**config.mk**
```make
export PLATFORM = sky130hd
export DESIGN_NAME = clock_control
export DESIGN_NICKNAME = d
export VERILOG_FILES = /design/src/subcpu_pulse_gen.v /design/src/clock_control.v
export VERILOG_INCLUDE_DIRS = /design/src
export SDC_FILE = /design/constraint.sdc
export NUM_CORES = 1
export LEC_CHECK = 0
export ABC_CLOCK_PERIOD_IN_PS = 1800
export CAP_MARGIN = 15
export CORE_MARGIN = 4
export CORE_UTILIZATION = 50
export DETAILED_ROUTE_END_ITERATION = 8
export DONT_BUFFER_PORTS = 1
export GPL_ROUTABILITY_DRIVEN = 0
export PLACE_DENSITY = 0.75
export SETUP_SLACK_MARGIN = 0.02
export SYNTH_ARGS = -nofsm -noshare
export SYNTH_HDL_FRONTEND = slang
export SYNTH_SLANG_ARGS = --single-unit
```
**constraint.sdc**
```tcl
create_clock -name core_clk -period 1.8 [get_ports core_clk]
set_input_delay 0.27 -clock core_clk [delete_from_list [all_inputs] [get_ports core_clk]]
set_output_delay 0.27 -clock core_clk [all_outputs]
set_load 0.02 [all_outputs]
```
**src/clock_control_defs.vh**
```
// Constants of the sub-CPU and system clock control block.
// Assumes byte-wide registers on a 16-bit register address space.
`ifndef CLOCK_CONTROL_DEFS_VH
`define CLOCK_CONTROL_DEFS_VH

// Register addresses
`define ADDR_SUBCPU_CLOCK_CONFIG    16'hFF73
`define ADDR_PLL_MULTIPLIER_CONTROL 16'hFF9E
`define ADDR_SYSTEM_CLOCK_CONTROL   16'hFF9F

// Reset values
`define RST_SUBCPU_CLOCK_CONFIG     8'h00
`define RST_PLL_MULTIPLIER_CONTROL  8'h00
`define RST_SYSTEM_CLOCK_CONTROL    8'h02

// Sub-CPU clock configuration fields
`define CFG_DEBUG_BIT               0
`define CFG_DIV_LSB                 1
`define CFG_DIV_MSB                 3
`define CFG_WAIT_LSB                4
`define CFG_WAIT_MSB                6
`define CFG_MODSEL_BIT              7

// Divider codes
`define DIV_BY_1                    3'h0
`define DIV_BY_1P5                  3'h1
`define DIV_BY_2                    3'h2
`define DIV_BY_3                    3'h3
`define DIV_BY_4                    3'h4

// Multiplier control fields
`define MUL_CODE_LSB                0
`define MUL_CODE_MSB                6
`define MUL_MODE_BIT                7

// System clock control fields
`define CLK_XTAL_LSB                0
`define CLK_XTAL_MSB                1
`define CLK_SRC_BIT                 6
`define CLK_PWR_BIT                 7
`define SYSTEM_CLOCK_CONTROL_MASK                8'hC3

// Crystal range predivider ratios
`define XTAL_DIV_00                 7'h10
`define XTAL_DIV_01                 7'h16
`define XTAL_DIV_10                 7'h20
`define XTAL_DIV_11                 7'h40

// Multiplier post-divide ratios
`define POST_DIV_MODE0              3'h4
`define POST_DIV_MODE1              3'h2

// Multiplier code lookup: code sequence start, frequency range in MHz
`define MUL_SEQ_START               7'h02
`define MUL_FREQ_FIRST              8'h03
`define MUL_FREQ_LAST               8'h80

`endif

```
**src/subcpu_pulse_gen.v**
```verilog
// Sub-CPU clock pulse generator with wait-state insertion.
// Assumes settings are static register values; access is synchronous.
`include "clock_control_defs.vh"

module subcpu_pulse_gen (
  input  wire       core_clk,
  input  wire       nrst,
  input  wire [2:0] div_code,
  input  wire [2:0] wait_code,
  input  wire       subcpu_access,
  output reg        subcpu_clk_pulse_r,
  output reg        subcpu_clk_half_r,
  output reg        subcpu_wait_r
);

  reg [2:0] cur_div_r;
  reg [2:0] cur_wait_r;
  reg [1:0] ph_r;
  reg [2:0] wait_cnt_r;
  reg [1:0] last_ph;
  reg       slot;
  reg       frame_end;

  always @* begin
    case (cur_div_r)
      `DIV_BY_1:   last_ph = 2'h0;
      `DIV_BY_1P5: last_ph = 2'h2;
      `DIV_BY_2:   last_ph = 2'h1;
      `DIV_BY_3:   last_ph = 2'h2;
      default:     last_ph = 2'h3;
    endcase
    // 1.5 gives two pulses in every three cycles; others one per frame
    if (cur_div_r == `DIV_BY_1P5)
      slot = (ph_r != 2'h2);
    else
      slot = (ph_r == 2'h0);
    frame_end = (ph_r == last_ph);
  end

  always @(posedge core_clk) begin
    if (!nrst) begin
      cur_div_r          <= `DIV_BY_1;
      cur_wait_r         <= 3'h0;
      ph_r               <= 2'h0;
      wait_cnt_r         <= 3'h0;
      subcpu_clk_pulse_r <= 1'b0;
      subcpu_clk_half_r  <= 1'b1;
      subcpu_wait_r      <= 1'b0;
    end else begin
      // Phase counter never restarts on waits, so the pulse grid stays fixed
      ph_r <= frame_end ? 2'h0 : ph_r + 2'h1;
      if (frame_end) begin
        // Settings switch only between frames: no cut pulse
        cur_div_r  <= (div_code > `DIV_BY_4) ? `DIV_BY_4 : div_code;
        cur_wait_r <= wait_code;
      end
      if (slot && wait_cnt_r != 3'h0) begin
        // Swallow whole pulse slots instead of stretching a pulse
        subcpu_clk_pulse_r <= 1'b0;
        wait_cnt_r         <= wait_cnt_r - 3'h1;
        subcpu_wait_r      <= (wait_cnt_r != 3'h1);
      end else begin
        subcpu_clk_pulse_r <= slot;
        if (slot && subcpu_access && cur_wait_r != 3'h0) begin
          wait_cnt_r    <= cur_wait_r;
          subcpu_wait_r <= 1'b1;
        end
      end
      // Pulse is gated by the high phase of core_clk for 1 and 1.5
      subcpu_clk_half_r <= (cur_div_r == `DIV_BY_1) || (cur_div_r == `DIV_BY_1P5);
      if (cur_div_r > `DIV_BY_1P5)
        subcpu_clk_half_r <= 1'b0;
    end
  end

endmodule

```
**src/clock_control.v**
```verilog
// Clock generation control: sub-CPU clock, wait states, PLL settings.
// Assumes a byte register port synchronous to core_clk; buffer RAM and
// PLL analog parts sit outside and take the settings from the outputs.
//
// Strobed register access was left to the implementer.
`include "clock_control_defs.vh"

// Notes on behaviour
// - Sub-CPU accesses get 0 to 7 wait states from the three-bit wait field.
// - Sub-CPU clock is system clock divided by 1, 1.5, 2, 3 or 4 for codes 0 to 4.
// - With the debug bit set, every register write is also copied to buffer RAM.
// - At divide by 1 and 1.5 the sub-CPU pulse lasts the high phase of sysclk.
// - At divide by 2, 3 and 4 the sub-CPU pulse lasts one sysclk period.
// - The sub-CPU clock keeps low jitter while wait states are inserted.
// - PLL power bit powers the PLL when one; source bit picks the multiplier when one.
// - Crystal range field picks a reference predivider of 16, 22, 32 or 64.
// - Mode bit divides the oscillator by four when zero and by two when one.
// - The seven-bit multiplier code maps to 3 to 128 MHz through a fixed lookup; codes 0x00 and 0x01 give 0.
module clock_control (
  input  wire        core_clk,
  input  wire        nrst,
  input  wire [15:0] reg_addr,
  input  wire [7:0]  reg_wdata,
  input  wire        reg_wr,
  input  wire        reg_rd,
  output reg  [7:0]  reg_rdata_r,
  input  wire        subcpu_access,
  output wire        subcpu_clk_pulse_r,
  output wire        subcpu_clk_half_r,
  output wire        subcpu_wait_r,
  output reg         shadow_wr_r,
  output reg  [15:0] shadow_addr_r,
  output reg  [7:0]  shadow_data_r,
  output reg         pll_power_r,
  output reg         sysclk_src_sel_r,
  output reg  [6:0]  pll_prediv_r,
  output reg  [2:0]  post_div_r,
  output reg  [7:0]  vco_freq_mhz_r,
  output reg         vco_freq_valid_r
);

  reg  [7:0] subcpu_clock_config_r;
  reg  [7:0] pll_multiplier_control_r;
  reg  [7:0] system_clock_control_r;
  reg  [6:0] seq_r;
  reg  [7:0] seq_freq_r;
  reg        search_r;
  reg  [7:0] rdata_nxt;
  reg  [6:0] prediv_nxt;
  wire       wr_cfg;
  wire       wr_mul;
  wire       wr_clk;
  wire [6:0] mul_code;

  assign wr_cfg   = reg_wr && (reg_addr == `ADDR_SUBCPU_CLOCK_CONFIG);
  assign wr_mul   = reg_wr && (reg_addr == `ADDR_PLL_MULTIPLIER_CONTROL);
  assign wr_clk   = reg_wr && (reg_addr == `ADDR_SYSTEM_CLOCK_CONTROL);
  assign mul_code = pll_multiplier_control_r[`MUL_CODE_MSB:`MUL_CODE_LSB];

  // Register file
  always @(posedge core_clk) begin
    if (!nrst) begin
      subcpu_clock_config_r    <= `RST_SUBCPU_CLOCK_CONFIG;
      pll_multiplier_control_r <= `RST_PLL_MULTIPLIER_CONTROL;
      system_clock_control_r   <= `RST_SYSTEM_CLOCK_CONTROL;
    end else begin
      if (wr_cfg)
        subcpu_clock_config_r <= reg_wdata;
      if (wr_mul)
        pll_multiplier_control_r <= reg_wdata;
      // Source bit is stored plainly; later writes are software's concern
      if (wr_clk)
        system_clock_control_r <= reg_wdata & `SYSTEM_CLOCK_CONTROL_MASK;
    end
  end

  always @* begin
    case (reg_addr)
      `ADDR_SUBCPU_CLOCK_CONFIG:    rdata_nxt = subcpu_clock_config_r;
      `ADDR_PLL_MULTIPLIER_CONTROL: rdata_nxt = pll_multiplier_control_r;
      `ADDR_SYSTEM_CLOCK_CONTROL:   rdata_nxt = system_clock_control_r;
      default:                      rdata_nxt = 8'h00;
    endcase
  end

  always @(posedge core_clk) begin
    if (!nrst)
      reg_rdata_r <= 8'h00;
    else if (reg_rd)
      reg_rdata_r <= rdata_nxt;
    else
      reg_rdata_r <= 8'h00;
  end

  // Debug shadow of writes; the bit as it stood before the write decides
  always @(posedge core_clk) begin
    if (!nrst) begin
      shadow_wr_r   <= 1'b0;
      shadow_addr_r <= 16'h0000;
      shadow_data_r <= 8'h00;
    end else begin
      shadow_wr_r <= reg_wr && subcpu_clock_config_r[`CFG_DEBUG_BIT];
      if (reg_wr) begin
        shadow_addr_r <= reg_addr;
        shadow_data_r <= reg_wdata;
      end
    end
  end

  subcpu_pulse_gen u_pulse_gen (
    .core_clk           (core_clk),
    .nrst               (nrst),
    .div_code           (subcpu_clock_config_r[`CFG_DIV_MSB:`CFG_DIV_LSB]),
    .wait_code          (subcpu_clock_config_r[`CFG_WAIT_MSB:`CFG_WAIT_LSB]),
    .subcpu_access      (subcpu_access),
    .subcpu_clk_pulse_r (subcpu_clk_pulse_r),
    .subcpu_clk_half_r  (subcpu_clk_half_r),
    .subcpu_wait_r      (subcpu_wait_r)
  );

  // PLL and system clock settings
  always @* begin
    case (system_clock_control_r[`CLK_XTAL_MSB:`CLK_XTAL_LSB])
      2'h0:    prediv_nxt = `XTAL_DIV_00;
      2'h1:    prediv_nxt = `XTAL_DIV_01;
      2'h2:    prediv_nxt = `XTAL_DIV_10;
      default: prediv_nxt = `XTAL_DIV_11;
    endcase
  end

  always @(posedge core_clk) begin
    if (!nrst) begin
      pll_power_r      <= 1'b0;
      sysclk_src_sel_r <= 1'b0;
      pll_prediv_r     <= `XTAL_DIV_10;
      post_div_r       <= `POST_DIV_MODE0;
    end else begin
      pll_power_r      <= system_clock_control_r[`CLK_PWR_BIT];
      sysclk_src_sel_r <= system_clock_control_r[`CLK_SRC_BIT];
      pll_prediv_r     <= prediv_nxt;
      post_div_r       <= pll_multiplier_control_r[`MUL_MODE_BIT] ?
                          `POST_DIV_MODE1 : `POST_DIV_MODE0;
    end
  end

  // Code lookup: the table follows a 7-bit shift sequence, one MHz a step,
  // so it is walked after each write instead of stored as 126 entries.
  always @(posedge core_clk) begin
    if (!nrst) begin
      seq_r            <= `MUL_SEQ_START;
      seq_freq_r       <= `MUL_FREQ_FIRST;
      search_r         <= 1'b0;
      vco_freq_mhz_r   <= 8'h00;
      vco_freq_valid_r <= 1'b1;
    end else if (wr_mul) begin
      seq_r            <= `MUL_SEQ_START;
      seq_freq_r       <= `MUL_FREQ_FIRST;
      search_r         <= 1'b1;
      vco_freq_valid_r <= 1'b0;
    end else if (search_r) begin
      if (seq_r == mul_code) begin
        vco_freq_mhz_r   <= seq_freq_r;
        search_r         <= 1'b0;
        vco_freq_valid_r <= 1'b1;
      end else if (seq_freq_r == `MUL_FREQ_LAST) begin
        vco_freq_mhz_r   <= 8'h00;
        search_r         <= 1'b0;
        vco_freq_valid_r <= 1'b1;
      end else begin
        seq_r      <= {seq_r[5:0], seq_r[6] ^ seq_r[3]};
        seq_freq_r <= seq_freq_r + 8'h01;
      end
    end
  end

endmodule

```
==> results.py, run 1 <==
metrics = {
    "status": {
        "status": "finished clean",
    },
    "clock_tree": {
        "htree_levels": 3,
        "clk_latency_ns": 0.36,
        "cts.root.buffer_cell": "clkbuf_8",
        "cts_tree": "yes",
        "cts_sinks": 100,
        "clock_path_buffers": 2,
        "clk_pin_slew_ns": 0.10,
        "cts_made_buffers": 9,
    },
    "setup_path": {
        "cp.required_ns": 2.07,
        "cp_cell_sequence": "or3b_4, a221oi_2, buf_4, nand3_1, o21a_1, a21boi_0",
        "path_max_fanout": 6,
        "crit_slowest_cell": "or3b_4",
        "max_stage_delay_ns": 0.44,
        "worstSetupEndpointType": "register",
        "crit_buf_inv": 1,
        "cp.arrival_ns": 1.94,
        "crit_family": "simple AND/OR/NAND/NOR gates",
        "startpoint_type": "register",
        "crit_type": "register to register",
    },
    "sta": {
        "finClkSkew_ns": 0.0128,
        "tns_ns": 0,
        "min_period_ns": 1.66,
        "period_share": 0.924,
        "grt_setup_unrepaired": "false",
        "hold_viol_final": 0,
        "setup_viol": 0,
        "drv_slew": 0,
        "clock.fmax_mhz": 601,
    },
    "power": {
        "p_leak_nw": 1.76,
        "power_mw": 4.10,
        "vdd_drop_max_mv": 0.420,
        "p_per_area_nw_per_um2": 895,
    },
    "finish": {
        "final_cells": 541,
        "fin_util": 0.581,
        "diodes": 0,
        "drive_gt1_frac": 0.128,
        "fin_nets": 468,
        "syn_to_final_growth_pct": 10.4,
        "nFillCells": 704,
        "final_cell_mix": "dfxtp_1, nand2_1, mux2i_1",
        "final_common_cell": "dfxtp_1",
        "stdcell_area_um2": 4580,
    },
    "global_route": {
        "gr-usage-met2": 0.297,
        "gr-total-overflow": 0,
        "grt_max_degree": 84,
        "met1_usage": 0.242,
        "track_usage": 0.186,
        "grt_pass1_wl_um": 14700,
        "antenna_found_initial": 0,
        "grt_pass1_vias": 2948,
        "grt.met3_usage": 0.0582,
        "grt-busiest-layer": "met2",
    },
    "job": {
        "drv_cap": 0,
    },
    "synth": {
        "synth_flop_cell": "dfxtp_1",
        "netlist_instances": 424,
        "seq_area_frac_synth": 0.482,
        "syn_area_um2": 4150,
        "synth.distinct_cells": 46,
        "ys_ff_latch": 100,
        "ys_async_sr_fraction": 0,
        "synth_warnings": 0,
        "synth_edf_count": 0,
        "synth_area_per_cell_um2": 9.79,
    },
    "floorplanning": {
        "fp.dieW_um": 99.1,
        "start_util": 0.526,
        "design.die.area_um2": 9830,
        "core_um2": 7890,
        "num_rows": 32,
        "io_pins": 86,
        "die_y_um": 99.1,
    },
    "drt": {
        "via_per_inst": 5.47,
        "wl_um": 8780,
        "drt_iter0_drc": 147,
        "route.antenna.remaining_nets": 0,
        "first_pass_iters": 4,
        "via_count": 2957,
        "post_drt_wl_per_cell_um": 16.2,
        "post-route-drc-count": 0,
    },
    "placement": {
        "dpl.cell_count": 522,
        "numPortBuffers": 0,
        "hpwl_um": 6190,
        "place_area_um2": 4320,
    },
    "worst_hold_path": {
        "hold_class": "primary input to register",
    },
}
==> path summary, 6_finish.rpt <==
path	start	end	slack, ns	cells after the start
worst max-delay path	u_pulse_gen.cur_div_r[1]	u_pulse_gen.wait_cnt_r[0]	0.14	6
worst min-delay path	nrst	u_pulse_gen.subcpu_wait_r	0.05	1
worst max register to register	u_pulse_gen.cur_div_r[1]	u_pulse_gen.wait_cnt_r[0]	0.14	6
worst min register to register	u_pulse_gen.wait_cnt_r[1]	u_pulse_gen.wait_cnt_r[1]	0.48	2
==> layout make-up <==
class	count	area, um2	area share
multi-input cells	292	2040	0.446
flip-flops and latches	100	2000	0.437
clock inverters	4	48.8	0.0106
well taps	102	128	0.0278
clock buffers	12	145	0.0317
inverters	9	33.8	0.00737
repair buffers	22	180	0.0393
==> worst register-to-register path: stages, from the launching register on <==
cell and delay (ns):
dfxtp_1 0.36, or3b_4 0.44, a221oi_2 0.28, buf_4 0.18, nand3_1 0.08, o21a_1 0.10
a21boi_0 0.14
==> flip-flops by register name, indices dropped and copies added, names as in the netlist, 4 cells and up <==
register                  cells
vco_freq_mhz_r                8
shadow_addr_r                16
reg_rdata_r                   8
pll_multiplier_control_r      8
pll_prediv_r                  4
subcpu_clock_config_r         8
shadow_data_r                 8
seq_freq_r                    8
seq_r                         7
system_clock_control_r        4
==> cell families after synthesis <==
logic type,Yosys count,synth area share
and+or+nand+nor,162,0.208
DFF,100,0.482
AOI/OAI and AO/OA,57,0.102
muxes,49,0.119
buffers and inverters,34,0.0380
xor gates and xnor gates,16,0.0337
adders and majority gates,5,0.0151
other,1,0.000903
==> where the power goes <==
group / internal (mW) / switching [mW]
Sequential: 2.28 / 0.102
Combinational: 0.171 / 0.145
Clock: 0.681 / 0.729
==> metal layers <==
metal / wire [um] / vias to the layer above
met4: 111 / 0
met5: 0 / -
met2: 4150 / 93
met1: 3870 / 1398
li1: - / 1457
met3: 651 / 9
==> cells in the mapped netlist, types with 8 or more instances <==
| library cell | instances | area share |
|---|---|---|
| dfxtp_1 | 100 | 0.48 |
| xnor2_1 | 9 | 0.019 |
| mux2i_1 | 45 | 0.11 |
| a21boi_0 | 13 | 0.024 |
| nor2_1 | 26 | 0.024 |
| nor2b_1 | 43 | 0.065 |
| inv_1 | 9 | 0.0081 |
| nand2_1 | 50 | 0.045 |
| o22ai_1 | 8 | 0.012 |
| clkbuf_1 | 11 | 0.0099 |
| a22oi_1 | 8 | 0.014 |
==> timing repair <==
item	CTS	global route
resized for setup	0	11
endpoints found under the hold margin	3	0
buffers inserted	0	2
endpoints found under the setup margin	0	26
hold buffers	1	0
==> through the flow <==
step | worst slack [ns] | hold slack, ns
floorplan | 0.133 | 0.388
global placement | 0.0946 | 0.368
detailed placement | 0.0641 | 0.365
CTS | 0.0256 | 0.0211
global route | 0.0233 | 0.0269
finish | 0.136 | 0.0465
Power figures use the tool's default switching activity.
==> inputs of run 2 (changes only) <==
CELL_PAD_IN_SITES_DETAIL_PLACEMENT = 1   (was not set)
CELL_PAD_IN_SITES_GLOBAL_PLACEMENT = 1   (was not set)
CORE_UTILIZATION = 43   (was 50)
PLACE_DENSITY = 0.81   (was 0.75)
==> results.py, run 2 (synthesized netlist as in run 1, its figures left out) <==
metrics = {
    "drt": {
        "first_pass_iters": 4,
        "post-route-drc-count": 0,
        "post_drt_wl_per_cell_um": 17.9,
        "route.antenna.remaining_nets": 0,
        "wl_um": 10200,
        "via_count": 3046,
        "drt_iter0_drc": 134,
        "via_per_inst": 5.33,
    },
    "power": {
        "p_per_area_nw_per_um2": 914,
        "vdd_drop_max_mv": 0.425,
        "power_mw": 4.28,
        "p_leak_nw": 1.80,
    },
    "floorplanning": {
        "num_rows": 35,
        "design.die.area_um2": 11300,
        "io_pins": 86,
        "fp.dieW_um": 106,
        "die_y_um": 106,
        "core_um2": 9330,
        "start_util": 0.445,
    },
    "finish": {
        "fin_nets": 471,
        "syn_to_final_growth_pct": 12.8,
        "nFillCells": 1057,
        "drive_gt1_frac": 0.133,
        "final_common_cell": "dfxtp_1",
        "top_register": "shadow_addr_r",
        "largest_register_ffs": 16,
        "final_cell_mix": "dfxtp_1, nand2_1, mux2i_1",
        "diodes": 0,
    },
    "sta": {
        "hold_viol_final": 0,
        "grt_setup_unrepaired": "false",
        "finClkSkew_ns": 0.00605,
        "setup_viol": 0,
        "drv_slew": 0,
        "clock.fmax_mhz": 591,
        "min_period_ns": 1.69,
        "period_share": 0.940,
        "tns_ns": 0,
    },
    "setup_path": {
        "cp_cell_sequence": "xor2_1, nor4_4, and2_4, nand3b_1, buf_4, o22ai_1",
        "crit_type": "register to register",
        "startpoint_type": "register",
        "max_stage_delay_ns": 0.41,
        "r2r_cells": 6,
        "crit_slowest_cell": "nor4_4",
        "r2r-start": "pll_multiplier_control_r[0]",
        "r2r_slack_ns": 0.11,
        "r2r-end": "vco_freq_mhz_r[6]",
        "cp.arrival_ns": 1.98,
        "worstSetupEndpointType": "register",
        "cp.required_ns": 2.09,
        "path_max_fanout": 8,
    },
    "worst_hold_path": {
        "hold_depth": 1,
        "min_from": "nrst",
        "hold_end": "u_pulse_gen.subcpu_clk_half_r",
        "hold_class": "primary input to register",
    },
    "clock_tree": {
        "cts_tree": "yes",
        "cts_sinks": 100,
        "clock_path_buffers": 2,
        "htree_levels": 3,
        "clk_pin_slew_ns": 0.09,
        "cts_made_buffers": 9,
        "cts.root.buffer_cell": "clkbuf_8",
        "clk_latency_ns": 0.36,
    },
    "status": {
        "status": "finished clean",
    },
    "global_route": {
        "grt_pass1_vias": 3259,
        "gr-total-overflow": 0,
        "grt_pass1_wl_um": 16800,
        "antenna_found_initial": 0,
        "grt_max_degree": 84,
        "track_usage": 0.186,
    },
    "placement": {
        "hpwl_um": 7190,
        "numPortBuffers": 0,
    },
    "job": {
        "drv_cap": 0,
    },
}
## run 2: cell count changes in the layout (fill, tap and decap cells not counted), sizes merged
cell / change
clkinv: +1
buf: +2
dlygate4sd3: +1
clkbuf: -2
bufinv: +1
## run 2: timing repair
action,CTS,global route
endpoints found under the setup margin,0,29
endpoints found under the hold margin,3,1
resized for setup,0,11
setup buffers,0,1
hold buffers,1,1
## run 2: how the worst max path moves through the flow
stage / startpoint / end / slack, ns
3_5_place_dp: u_pulse_gen.wait_cnt_r[0] / u_pulse_gen.wait_cnt_r[2] / 0.03
4_1_cts: u_pulse_gen.wait_cnt_r[0] / u_pulse_gen.wait_cnt_r[2] / 0.02
5_1_grt: pll_multiplier_control_r[0] / vco_freq_mhz_r[2] / 0.02
6_report: pll_multiplier_control_r[0] / vco_freq_mhz_r[6] / 0.11
3_3_place_gp: reg_addr[10] / vco_freq_valid_r / 0.09
2_1_floorplan: seq_freq_r[2] / seq_r[1] / 0.13
## run 2: critical path: cells and delay by family (launching register included)
kind	cells	cell delay [ns]
AND/OR/NAND/NOR	3	0.72
flip-flops	1	0.34
XOR/XNOR	1	0.19
buffers and inverters	1	0.18
AO/OA/AOI/OAI	1	0.18
## run 2: where the power goes
part	switching [mW]	leakage, nW	internal, mW
logic	0.152	0.869	0.168
registers	0.104	0.811	2.28
clock network	0.763	0.116	0.821
total	1.02	1.80	3.26
## run 2: routing by layer
metal | wire, um | track usage | vias to the layer above
met5 | 0 | 0 | -
met4 | 134 | 0.0592 | 0
met3 | 877 | 0.0595 | 13
met2 | 4900 | 0.310 | 98
met1 | 4290 | 0.229 | 1469
li1 | - | - | 1466
## run 2: through the flow
stage / cells / setup WS (ns) / area [um2] / hold WS (ns) / util
after floorplan: 426 / 0.133 / 4160 / 0.388 / -
after global placement: 552 / 0.0861 / 4390 / 0.365 / 0.470
after detailed placement: 552 / 0.0336 / 4390 / 0.370 / 0.470
after CTS: 569 / 0.0220 / 4620 / 0.000698 / 0.496
after global routing: 571 / 0.0245 / 4690 / 0.0317 / 0.502
final: 571 / 0.107 / 4690 / 0.0308 / 0.502
## run 2: area by class of cell
cell class / count / area [um2] / area share
Timing Repair Buffer: 25 / 218 / 0.0465
Clock buffer: 10 / 138 / 0.0294
Multi-Input combinational cell: 292 / 2040 / 0.436
Sequential cell: 100 / 2000 / 0.428
Tap cell: 129 / 161 / 0.0344
Clock inverter: 6 / 87.6 / 0.0187
Inverter: 9 / 33.8 / 0.00721
